$ cat src/bpcfg_params.svh
// Register offsets, field positions and timing constants of the backplane config block
`ifndef BPCFG_PARAMS_SVH
`define BPCFG_PARAMS_SVH

// Register byte addresses on the local processor port
`define ADDR_SYSCFG      32'h1008_0000
`define ADDR_ERRSTAT     32'h1008_0004
`define ADDR_PAGEADDR    32'h1008_0008

// System configuration fields
`define CFG_POWER_GOOD   15
`define CFG_HALT_EN      14
`define CFG_LOSS_ACT     7
`define CFG_DB_HI        3
`define CFG_DB_LO        1
`define CFG_WMASK        32'h0000_408e
`define CFG_RESET        32'h0000_0000

// Error status fields
`define ST_HALT          15
`define ST_DCNEG         14
`define ST_REPLY_TO      7
`define ST_PARITY        5
`define ST_MEMERR        4
`define ST_LOST          3
`define ST_GRANT_TO      2
`define ST_MISSING       0
`define ST_IMPL_MASK     32'h0000_c0bd
`define ST_CAPTURE_MASK  32'h0000_00b1
`define ST_RESET         32'h0000_0000

// Captured page: backplane address bits 21:9 into bits 12:0
`define PAGE_W           13
`define PAGE_RESET       13'h0000

// Timing, clock at 10 MHz
`define CLK_PERIOD_NS    100
`define REPLY_TIMEOUT_NS 10000
`define GRANT_TIMEOUT_NS 10000000
`define REPLY_TIMEOUT_CYCLES ((`REPLY_TIMEOUT_NS + `CLK_PERIOD_NS - 1) / `CLK_PERIOD_NS)
`define GRANT_TIMEOUT_CYCLES ((`GRANT_TIMEOUT_NS + `CLK_PERIOD_NS - 1) / `CLK_PERIOD_NS)
`define TIMER_W          17
`define TIMER_ZERO       17'h00000

`endif

$ cat src/bpcfg_pkg.sv
// Types shared by the backplane config and error log block
package bpcfg_pkg;

  // Local port state, Gray along idle to arbitrate
  typedef enum logic [1:0] {
    ST_IDLE = 2'b00,
    ST_ARB  = 2'b01
  } bus_state_type;

  // Error timer state, Gray along idle, grant, reply
  typedef enum logic [1:0] {
    T_IDLE  = 2'b00,
    T_GRANT = 2'b01,
    T_REPLY = 2'b11
  } timer_state_type;

  typedef enum logic [1:0] {
    CYC_DEMAND_READ  = 2'b00,
    CYC_DEMAND_WRITE = 2'b01,
    CYC_IACK         = 2'b10,
    CYC_REQUEST_READ = 2'b11
  } cycle_kind_type;

  typedef struct packed {
    logic        valid;
    logic        write;
    logic [31:0] addr;
    logic [31:0] wdata;
    logic [3:0]  byte_en;
  } local_req_type;

  typedef struct packed {
    logic        valid;
    logic        bus_error;
    logic [31:0] rdata;
  } local_resp_type;

  typedef struct packed {
    logic           start;
    cycle_kind_type kind;
    logic [12:0]    page;
    logic           reply;
    logic           parity_error;
  } backplane_cycle_type;

endpackage

$ cat src/error_timers.sv
// Grant and reply watchdogs for processor demand cycles on the backplane
`timescale 1ns/10ps
`include "bpcfg_params.svh"
module error_timers #(
  parameter int GRANT_TIMEOUT_CYCLES = `GRANT_TIMEOUT_CYCLES
) (
  input  wire logic                          clk,
  input  wire logic                          rst,
  input  wire bpcfg_pkg::backplane_cycle_type cycle,
  input  wire logic                          bus_grant,
  output logic                               reply_timeout,
  output logic                               grant_timeout,
  output logic                               parity_event,
  output logic [`PAGE_W-1:0]                 page
);
  import bpcfg_pkg::*;

  timer_state_type     state;
  timer_state_type     next_state;
  logic [`TIMER_W-1:0] count;
  logic [`TIMER_W-1:0] next_count;
  logic                is_read;
  logic                next_is_read;
  logic [`PAGE_W-1:0]  next_page;
  logic                next_reply_timeout;
  logic                next_grant_timeout;
  logic                next_parity_event;

  localparam logic [`TIMER_W-1:0] GRANT_LAST = `TIMER_W'(GRANT_TIMEOUT_CYCLES - 1);
  localparam logic [`TIMER_W-1:0] REPLY_LAST = `TIMER_W'(`REPLY_TIMEOUT_CYCLES - 1);

  // Only demand cycles are watched; iack and request reads never start a timer
  always_comb begin
    next_state         = state;
    next_count         = count;
    next_is_read       = is_read;
    next_page          = page;
    next_reply_timeout = 1'b0;
    next_grant_timeout = 1'b0;
    next_parity_event  = 1'b0;
    case (state)
      T_IDLE: begin
        if (cycle.start && (cycle.kind == CYC_DEMAND_READ ||
                            cycle.kind == CYC_DEMAND_WRITE)) begin
          next_state   = T_GRANT;
          next_count   = `TIMER_ZERO;
          next_page    = cycle.page;
          next_is_read = (cycle.kind == CYC_DEMAND_READ);
        end
      end
      T_GRANT: begin
        if (bus_grant) begin
          next_state = T_REPLY;
          next_count = `TIMER_ZERO;
        end else if (count == GRANT_LAST) begin
          next_grant_timeout = 1'b1;
          next_state         = T_IDLE;
        end else begin
          next_count = count + `TIMER_W'(1);
        end
      end
      T_REPLY: begin
        if (cycle.reply) begin
          next_parity_event = cycle.parity_error && is_read;
          next_state        = T_IDLE;
        end else if (count == REPLY_LAST) begin
          next_reply_timeout = 1'b1;
          next_state         = T_IDLE;
        end else begin
          next_count = count + `TIMER_W'(1);
        end
      end
      default: next_state = T_IDLE;
    endcase
  end

  // Timer registers
  always_ff @(posedge clk) begin
    if (rst) begin
      state         <= T_IDLE;
      count         <= `TIMER_ZERO;
      is_read       <= 1'b0;
      page          <= `PAGE_RESET;
      reply_timeout <= 1'b0;
      grant_timeout <= 1'b0;
      parity_event  <= 1'b0;
    end else begin
      state         <= next_state;
      count         <= next_count;
      is_read       <= next_is_read;
      page          <= next_page;
      reply_timeout <= next_reply_timeout;
      grant_timeout <= next_grant_timeout;
      parity_event  <= next_parity_event;
    end
  end

endmodule

$ cat src/backplane_config_error_log.sv
// Backplane interface configuration, error status and error page address registers
//
// Summary of operation
// - Power-good flag bit 15 follows synchronised backplane power-good; writes ignored.
// - Halt enable set: backplane halt halts processor and sets status bit 15.
// - Loss action bit clear: DC-good negation asserts board hard reset.
// - Loss action bit set: DC-good negation asserts halt request input.
// - Configuration fields clear at power up and DC-good loss with bit 7 clear.
// - Doorbell select zero in auxiliary mode blocks all doorbell register access.
// - Processor configuration write waits for backplane grant before updating.
// - Configuration takes byte lanes; bits 31:16 and 0 read zero.
// - Status bits set on event; write one clears, write zero keeps.
// - Status clears at power up, DC-good loss with bit 7 clear, I/O reset write.
// - Status bit 15 sets on backplane halt while halt enable set.
// - Status bit 14 sets on DC-good negation while loss action bit set.
// - Status bit 7 sets on demand cycle with no reply in 10 us.
// - Status bit 5 sets on demand read returning parity error.
// - Status bit 4 sets on local memory read error; reported to doorbell register.
// - Status bit 3 sets when capturing error arrives with any of bits 7,5,4,0 set.
// - Status bit 2 sets when grant for demand cycle misses 10 ms.
// - Status bit 0 sets on DMA to missing main memory.
// - Page address register meaningful only while status bit 5 or 7 set.
// - Captured page holds backplane address 21:9 in bits 12:0; rest zero.
// - Later parity or reply timeout errors set lost bit, keep captured page.
// - Page register read-only, longword only; writes answer with bus error.
// - Doorbell register memory error flag clears whenever status bit 4 clears.
`timescale 1ns/10ps
`include "bpcfg_params.svh"
module backplane_config_error_log #(
  parameter int GRANT_TIMEOUT_CYCLES = `GRANT_TIMEOUT_CYCLES
) (
  input  wire logic                          clk,
  input  wire logic                          rst,
  input  wire bpcfg_pkg::local_req_type      req,
  output logic                               req_ready,
  output bpcfg_pkg::local_resp_type          resp,
  input  wire bpcfg_pkg::backplane_cycle_type cycle,
  input  wire logic                          bus_grant,
  output logic                               bus_request,
  input  wire logic                          dma_mem_error,
  input  wire logic                          dma_missing_memory,
  input  wire logic                          io_reset_register_write,
  input  wire logic                          aux_mode,
  input  wire logic                          backplane_halt_line,
  input  wire logic                          backplane_power_good,
  input  wire logic                          dc_good_signal,
  output logic                               cpu_halt,
  output logic                               board_hard_reset,
  output logic                               halt_request_input,
  output logic [2:0]                         doorbell_select,
  output logic                               doorbell_access_block,
  output logic                               ipc_mem_error_set,
  output logic                               ipc_mem_error_clear
);
  import bpcfg_pkg::*;

  // Byte enables widened into a bit mask; used for both writable registers
  function automatic logic [31:0] lane_mask(input logic [3:0] be);
    logic [31:0] m;
    m = 32'h0000_0000;
    for (int i = 0; i < 4; i++) begin
      m[i*8 +: 8] = {8{be[i]}};
    end
    return m;
  endfunction

  // Two-stage synchronisers for the asynchronous backplane levels
  logic [2:0] async_in;
  logic [2:0] sync_meta;
  logic [2:0] sync_out;

  assign async_in = {dc_good_signal, backplane_power_good, backplane_halt_line};

  generate
    for (genvar g = 0; g < 3; g++) begin : gen_sync
      always_ff @(posedge clk) begin
        if (rst) begin
          sync_meta[g] <= 1'b0;
          sync_out[g]  <= 1'b0;
        end else begin
          sync_meta[g] <= async_in[g];
          sync_out[g]  <= sync_meta[g];
        end
      end
    end
  endgenerate

  logic halt_sync;
  logic pok_sync;
  logic dc_sync;
  logic dc_prev;
  logic dc_negated;

  assign halt_sync = sync_out[0];
  assign pok_sync  = sync_out[1];
  assign dc_sync   = sync_out[2];

  // Watchdogs on processor demand cycles
  logic               reply_timeout;
  logic               grant_timeout;
  logic               parity_event;
  logic [`PAGE_W-1:0] timer_page;

  error_timers #(
    .GRANT_TIMEOUT_CYCLES (GRANT_TIMEOUT_CYCLES)
  ) u_timers (
    .clk           (clk),
    .rst           (rst),
    .cycle         (cycle),
    .bus_grant     (bus_grant),
    .reply_timeout (reply_timeout),
    .grant_timeout (grant_timeout),
    .parity_event  (parity_event),
    .page          (timer_page)
  );

  // Register state and next values
  bus_state_type      state;
  bus_state_type      next_state;
  local_req_type      held;
  local_req_type      next_held;
  local_resp_type     next_resp;
  logic [31:0]        cfg;
  logic [31:0]        next_cfg;
  logic               power_flag;
  logic               next_power_flag;
  logic [31:0]        status;
  logic [31:0]        next_status;
  logic [`PAGE_W-1:0] page;
  logic [`PAGE_W-1:0] next_page;
  logic               next_cpu_halt;
  logic               next_board_hard_reset;
  logic               next_halt_request_input;
  logic               next_ipc_set;
  logic               next_ipc_clear;

  logic        take;
  logic        soft_clear;
  logic [31:0] status_set;
  logic [31:0] status_clr;
  logic        capture_event;
  logic [31:0] cfg_mask;

  // Loss of DC-good with the action bit clear acts like a power-up clear
  assign dc_negated = dc_prev && !dc_sync;
  assign soft_clear = dc_negated && !cfg[`CFG_LOSS_ACT];

  // Handshake outputs
  assign req_ready   = (state == ST_IDLE);
  assign take        = req.valid && req_ready;
  assign bus_request = (state == ST_ARB);

  // Doorbell select only matters in auxiliary configuration
  assign doorbell_select       = cfg[`CFG_DB_HI:`CFG_DB_LO];
  assign doorbell_access_block = aux_mode && (cfg[`CFG_DB_HI:`CFG_DB_LO] == 3'h0);

  // Local port: configuration writes arbitrate; everything else answers at once
  always_comb begin
    next_state      = state;
    next_held       = held;
    next_resp       = '0;
    next_cfg        = cfg;
    next_power_flag = pok_sync;
    status_clr      = 32'h0000_0000;
    cfg_mask        = lane_mask(held.byte_en) & `CFG_WMASK;
    case (state)
      ST_IDLE: begin
        if (take) begin
          next_held = req;
          if (req.addr == `ADDR_SYSCFG) begin
            if (req.write) begin
              next_state = ST_ARB;
            end else begin
              next_resp.valid = 1'b1;
              next_resp.rdata = (cfg & `CFG_WMASK) |
                                (32'(power_flag) << `CFG_POWER_GOOD);
            end
          end else if (req.addr == `ADDR_ERRSTAT) begin
            next_resp.valid = 1'b1;
            if (req.write) begin
              status_clr = req.wdata & lane_mask(req.byte_en) & `ST_IMPL_MASK;
            end else begin
              next_resp.rdata = status;
            end
          end else if (req.addr == `ADDR_PAGEADDR) begin
            next_resp.valid = 1'b1;
            if (req.write || req.byte_en != 4'hf) begin
              next_resp.bus_error = 1'b1;
            end else begin
              next_resp.rdata = {19'h0, page};
            end
          end else begin
            next_resp.valid     = 1'b1;
            next_resp.bus_error = 1'b1;
          end
        end
      end
      ST_ARB: begin
        if (bus_grant) begin
          next_cfg        = (cfg & ~cfg_mask) | (held.wdata & cfg_mask);
          next_resp.valid = 1'b1;
          next_state      = ST_IDLE;
        end
      end
      default: next_state = ST_IDLE;
    endcase
    if (soft_clear) begin
      next_cfg        = `CFG_RESET;
      next_power_flag = 1'b0;
    end
  end

  // Error status: hardware set wins over a software clear in the same cycle
  always_comb begin
    capture_event = reply_timeout || parity_event || dma_mem_error || dma_missing_memory;
    status_set               = 32'h0000_0000;
    status_set[`ST_HALT]     = cfg[`CFG_HALT_EN] && halt_sync;
    status_set[`ST_DCNEG]    = dc_negated && cfg[`CFG_LOSS_ACT];
    status_set[`ST_REPLY_TO] = reply_timeout;
    status_set[`ST_PARITY]   = parity_event;
    status_set[`ST_MEMERR]   = dma_mem_error;
    status_set[`ST_LOST]     = capture_event && ((status & `ST_CAPTURE_MASK) != 32'h0);
    status_set[`ST_GRANT_TO] = grant_timeout;
    status_set[`ST_MISSING]  = dma_missing_memory;
    next_status = (status & ~status_clr) | status_set;
    if (soft_clear || io_reset_register_write) begin
      next_status = `ST_RESET;
    end
    // First parity or reply timeout holds the page; later ones only mark the loss
    next_page = page;
    if ((reply_timeout || parity_event) &&
        !status[`ST_REPLY_TO] && !status[`ST_PARITY]) begin
      next_page = timer_page;
    end
    next_ipc_set   = dma_mem_error;
    next_ipc_clear = status[`ST_MEMERR] && !next_status[`ST_MEMERR];
  end

  // Halt and power-loss actions toward the processor board
  always_comb begin
    next_cpu_halt           = cfg[`CFG_HALT_EN] && halt_sync;
    next_board_hard_reset   = board_hard_reset;
    next_halt_request_input = halt_request_input;
    if (dc_negated && !cfg[`CFG_LOSS_ACT]) begin
      next_board_hard_reset = 1'b1;
    end else if (dc_negated) begin
      next_halt_request_input = 1'b1;
    end else if (dc_sync) begin
      // Held until DC-good returns so the board sees a full reset window
      next_board_hard_reset   = 1'b0;
      next_halt_request_input = 1'b0;
    end
  end

  // All block registers except the synchroniser stages and the watchdog timers
  always_ff @(posedge clk) begin
    if (rst) begin
      state              <= ST_IDLE;
      held               <= '0;
      resp               <= '0;
      cfg                <= `CFG_RESET;
      power_flag         <= 1'b0;
      status             <= `ST_RESET;
      page               <= `PAGE_RESET;
      dc_prev            <= 1'b0;
      cpu_halt           <= 1'b0;
      board_hard_reset   <= 1'b0;
      halt_request_input <= 1'b0;
      ipc_mem_error_set  <= 1'b0;
      ipc_mem_error_clear <= 1'b0;
    end else begin
      state              <= next_state;
      held               <= next_held;
      resp               <= next_resp;
      cfg                <= next_cfg;
      power_flag         <= next_power_flag;
      status             <= next_status;
      page               <= next_page;
      dc_prev            <= dc_sync;
      cpu_halt           <= next_cpu_halt;
      board_hard_reset   <= next_board_hard_reset;
      halt_request_input <= next_halt_request_input;
      ipc_mem_error_set  <= next_ipc_set;
      ipc_mem_error_clear <= next_ipc_clear;
    end
  end

endmodule

$ cat config.mk
export PLATFORM = sky130hd
export DESIGN_NAME = backplane_config_error_log
export DESIGN_NICKNAME = d
export VERILOG_FILES = /design/src/bpcfg_pkg.sv /design/src/error_timers.sv /design/src/backplane_config_error_log.sv
export VERILOG_INCLUDE_DIRS = /design/src /design/src/src
export SDC_FILE = /design/constraint.sdc
export NUM_CORES = 1
export LEC_CHECK = 0
export CORE_UTILIZATION = 34
export CTS_CLUSTER_DIAMETER = 40
export DETAILED_ROUTE_END_ITERATION = 10
export DONT_BUFFER_PORTS = 1
export PLACE_DENSITY = 0.46
export SYNTH_ARGS = -nofsm -noshare
export SYNTH_HDL_FRONTEND = slang
export SYNTH_SLANG_ARGS = --single-unit
$ cat constraint.sdc
create_clock -name clk -period 3 [get_ports clk]
set_input_delay 0.45 -clock clk [delete_from_list [all_inputs] [get_ports clk]]
set_output_delay 0.45 -clock clk [all_outputs]
set_load 0.05 [all_outputs]
### Word level (Yosys, flattened, before mapping)

Index checks and enable logic that the tools add are counted.

* flip-flop bits (word level): 196
* output and inout port bits: 45

* add/subtract/negate cells: 1
* eq/ne operators: 21
* muxes and demuxes: 44
* bitwise logic cells: 15
* reductions and logical operators: 46

Operators with widths (number)
* $mux 32: 4
* $eq 32x29->1 const B: 3
* $mux 16: 6
* $mux 17: 5
* $and 32x32->32: 2
* $pmux 17 s3: 1
* $mux 34: 1
* $and 32x15->32: 1
* $not 15->32: 1
* $not 32->32: 1
* $or 32x16->32: 1
* $or 32x32->32: 1
* $reduce_bool 32->1: 1
* $mux 2: 9
* $add 17x1->17 const B: 1
* $eq 17x17->1 const B: 1
* $eq 17x7->1 const B: 1
* $and 16x16->16: 1
* $or 15x16->16: 1
* $mux 1: 13
* $mux 13: 1
* $logic_and 1x1->1: 12
* $reduce_or 3->1: 4
* $reduce_and 2->1: 5
* 23 further kinds: 50

### Logic depth before layout (Yosys ltp)

* word-level depth: 12
* depth in mapped cells: 8
* mapped depth without buffers: 6

### By module

A second synthesis with hierarchy kept.

* cells, all modules: 505
* area, all modules: 4403.0 um^2

Modules (own cells, without submodules)
* backplane_config_error_log: instances 1, cells each 292, area an instance 2635.0 um^2, sequential area each 1281.2 um^2
* error_timers: instances 1, cells each 213, area an instance 1767.9 um^2, sequential area each 720.7 um^2

### Least setup slack after synthesis

OpenSTA, ideal clock, no wires.

* path kind: input-to-output
* start: in aux_mode
* end: out doorbell_access_block
* data arrival time: 2039 ps
* required time: 2550 ps
* slack: 511 ps
* stages: 1
* path buffers: 0
* cell sequence: nor4b_1

* cells in the longest elaborated chain, start to end: 1

Ends and longest elaborated chain
* start: declaration: line backplane_config_error_log.sv:43 `input wire logic aux_mode,`
* $logic_and 1x1->1: line backplane_config_error_log.sv:155 `` assign doorbell_access_block = aux_mode && (cfg[`CFG_DB_HI:`CFG_DB_LO] == 3'h0); ``
* end: declaration: line backplane_config_error_log.sv:51 `output logic doorbell_access_block,`

No other way between the ends.

### Worst setup path after layout

* start: reg u_timers.count[0]
* end: reg u_timers.count[3]

* cells in the longest elaborated chain, start to end: 4
* elaborated cells on any way between the ends: 11
* those cells by class: add/sub (1); eq/ne (4); mux (5); reduce/logical (1)

Ends and longest elaborated chain
* start: declaration: line error_timers.sv:20 `` logic [`TIMER_W-1:0] count; ``
* start signal: assignment: line error_timers.sv:81 `` count <= `TIMER_ZERO; ``
* start signal: assignment: line error_timers.sv:89 `count <= next_count;`
* $add 17x1->17: line error_timers.sv:59, error_timers.sv:70
* $mux 17, on equally long branches: line error_timers.sv:66, error_timers.sv:55
* $mux 17, on equally long branches: line error_timers.sv:63, error_timers.sv:52
* $pmux 17 s3: line error_timers.sv:41 `case (state)`

Parallel ways exist; a longest one is shown, timed or not. The select of a mux whose other input is x is not followed.
A chain may end at the register's enable or synchronous reset.

==> run metrics <==
status finished, final reports clean; core area 12,200 µm²; data required time of the worst path 3.21 ns; area of the multi-input gates 2010 µm²; Period Utilization, post-route 71.6%; P per Cell Area approximately 600 nW/µm²; Tmin final about 2.1 ns; slowest cell on the critical path a32oi_4; overflow left after global routing 0; drt drc 0; Initial Util 35.3%; via count 3,420; Ports approximately 140; Area growth, synth to finish 8.99%; synth unique cells 65; antenna violations before repair 0; Slew HR 48.0%; H-tree levels 3; ys async rst share 0%; leading register cell type out of synthesis dfxtp_1; Hold Fails Final Rpt 0; Max Cap Viol 0; clk sink count 100; Post-Synth Adder-Cell Area 0.292%; post-synth top area share ~47%; design area 4670 µm²; final wirelength 10,600 µm; leading area contributor after synthesis dfxtp_1; Final TNS setup 0 ns; Worst Tran Pin Value 0.775 ns; hold crit path type in2reg; Total GRT Usage 17.1%; DRT iter0 DRCs 229; routability cong. 0.777; Post-Synth XOR/XNOR Area 0%; wire per inst 16.1 µm; Hold-fix buffers, CTS 0; worst-path fanout max 15; HPWL Detailed 7550 µm; Critical Path, Cell by Cell ha_1, nand2b_1, nor4bb_1, nand3_2, a32oi_4, o32ai_1; global-route wire length before repair approximately 17,000 µm; port bufs 0; multiplexer share of the synthesized area 1.87%; vias in the first global route 3,366; # fillers 1,269; synthesis-stage register bit count 100; Reg clk slew, reported paths about 0.07 ns; nets 585; Register Area ~2000 µm²; largest family of logic cells by synthesized area simple AND/OR/NAND/NOR gates; CTS tree built; RSZ-0062 raised after global routing no; largest net degree at the start of global routing 56; Syn Inst Count 494; crit path DAT 2.36 ns; Seq/Total Area, Yosys 46.7%; n_diodes 0; CTS buffer count 9; fmax 466 MHz; clk_lat worst skew 0.35 ns; CTS root buffer clkbuf_16; post-synthesis simple-gate area fraction 26.1%; full die area 13,100 µm²; Die W ~110 µm; most common cell after layout, fill and taps aside dfxtp_1; Synth Warn # 0; share of cells above drive strength 1 8.55%; Die H 114 µm; CP max stage delay ~0.53 ns; Post-DP Area around 4300 µm²; post-CTS setup buffers 0; clock tree buffer depth 2; Tot Pwr 2820 µW; Post-DRT Antenna Nets 0; hold slack 0.166 ns; Area contributors post-synth dfxtp_1, nand2_1, a21oi_1; TritonRoute pass-1 iters 4; cts repair resizes 0; startpoint types register; post-synthesis cell area 4290 µm²; Final Max Slew Viols 0; Leakage Power between 0.0015 and 0.002 µW; Worst Setup End Kind register; Final setup viols 0; Synth Area in Compound Gates 17.1%; vias per std cell 5.19; VDD IR max 0.298 mV; row cnt 40; kind of critical path reg2reg; most frequent cells in the layout dfxtp_1, nand2_1, a21oi_1; Syn Area/Cell 8.68 µm²; worst clock skew 0.00727 ns; Post-synth EDFFs 0
==> final timing paths <==
kind,from,to,slack (ns),depth (start not counted)
setup / recovery,u_timers.count[0],u_timers.count[3],0.85,6
hold / removal,rst,sync_meta[2],0.17,1
setup reg to reg,u_timers.count[0],u_timers.count[3],0.85,6
hold reg to reg,pok_sync,power_flag,0.42,2
==> worst max-delay path: cells and delay by family, from the launching register on <==
family,cells,cell delay (ns)
AO/OA/AOI/OAI,2,0.69
adder cells (fa/ha/maj),1,0.23
flip-flops,1,0.39
AND/OR/NAND/NOR,3,0.71
==> layout make-up <==
type,instances,share of cell area [%]
multi-input cells,354,43.1
clock inverters,5,1.77
repair buffers,9,1.45
inverters,12,0.964
flip-flops and latches,100,42.8
well taps,168,4.50
clock buffers,11,5.41
==> layer usage <==
| layer | track usage (%) | share of wire, % |
|---|---|---|
| met1 | 21.8 | 47 |
| met2 | 27.9 | 45 |
| met3 | 4.82 | 6.8 |
| met4 | 5.80 | 1.3 |
| met5 | 0 | 0 |
==> state kept, by name, indices dropped and copies added (netlist names), 3 cells and up, named ones only <==
register,flops
sync_meta,3
u_timers.page,13
u_timers.count,17
page,13
held,5
resp,17
status,8
==> power breakdown <==
group | internal [µW] | switching [µW]
clock network | 780 | 508
registers | 1350 | 26.9
logic | 37.6 | 110
total | 2170 | 645
==> per-stage QoR <==
step	std cells	setup slack, ns	util, %
after CTS	659	0.792	38.4
after global routing	659	0.670	38.4
after global placement	643	0.733	35.7
after detailed placement	643	0.658	35.7
final	659	0.853	38.4
after floorplan	510	0.511	-
==> cells by family (layout without fill, tap and decap cells) <==
kind of cell	Yosys count	after routing
adder cells (fa/ha/maj)	1	1
other	1	17
AND/OR/NAND/NOR	218	218
AO/OA/AOI/OAI	110	110
flip-flops	100	100
buffers and inverters	56	37
multiplexers	8	8
==> synthesized netlist by cell type, drive strengths merged (2+ instances only) <==
master and count:
nor4 12, and2 6, o21ai 11, o31ai 8, nand2 89, nor3 11
mux2i 8, o311ai 4, nor2 38, o41ai 2, clkbuf 18, and4 2
or4 2, nor4b 3, o211ai 9, nor3b 2, nor2b 13, nand3 15
a21oi 47, dfxtp 100, and3 4, nand4 7, a32oi 8, buf 26
a41o 3, or2b 2, nand3b 4, inv 11, a31oi 6, o2bb2ai 3
(Power assumes the default switching activity.)
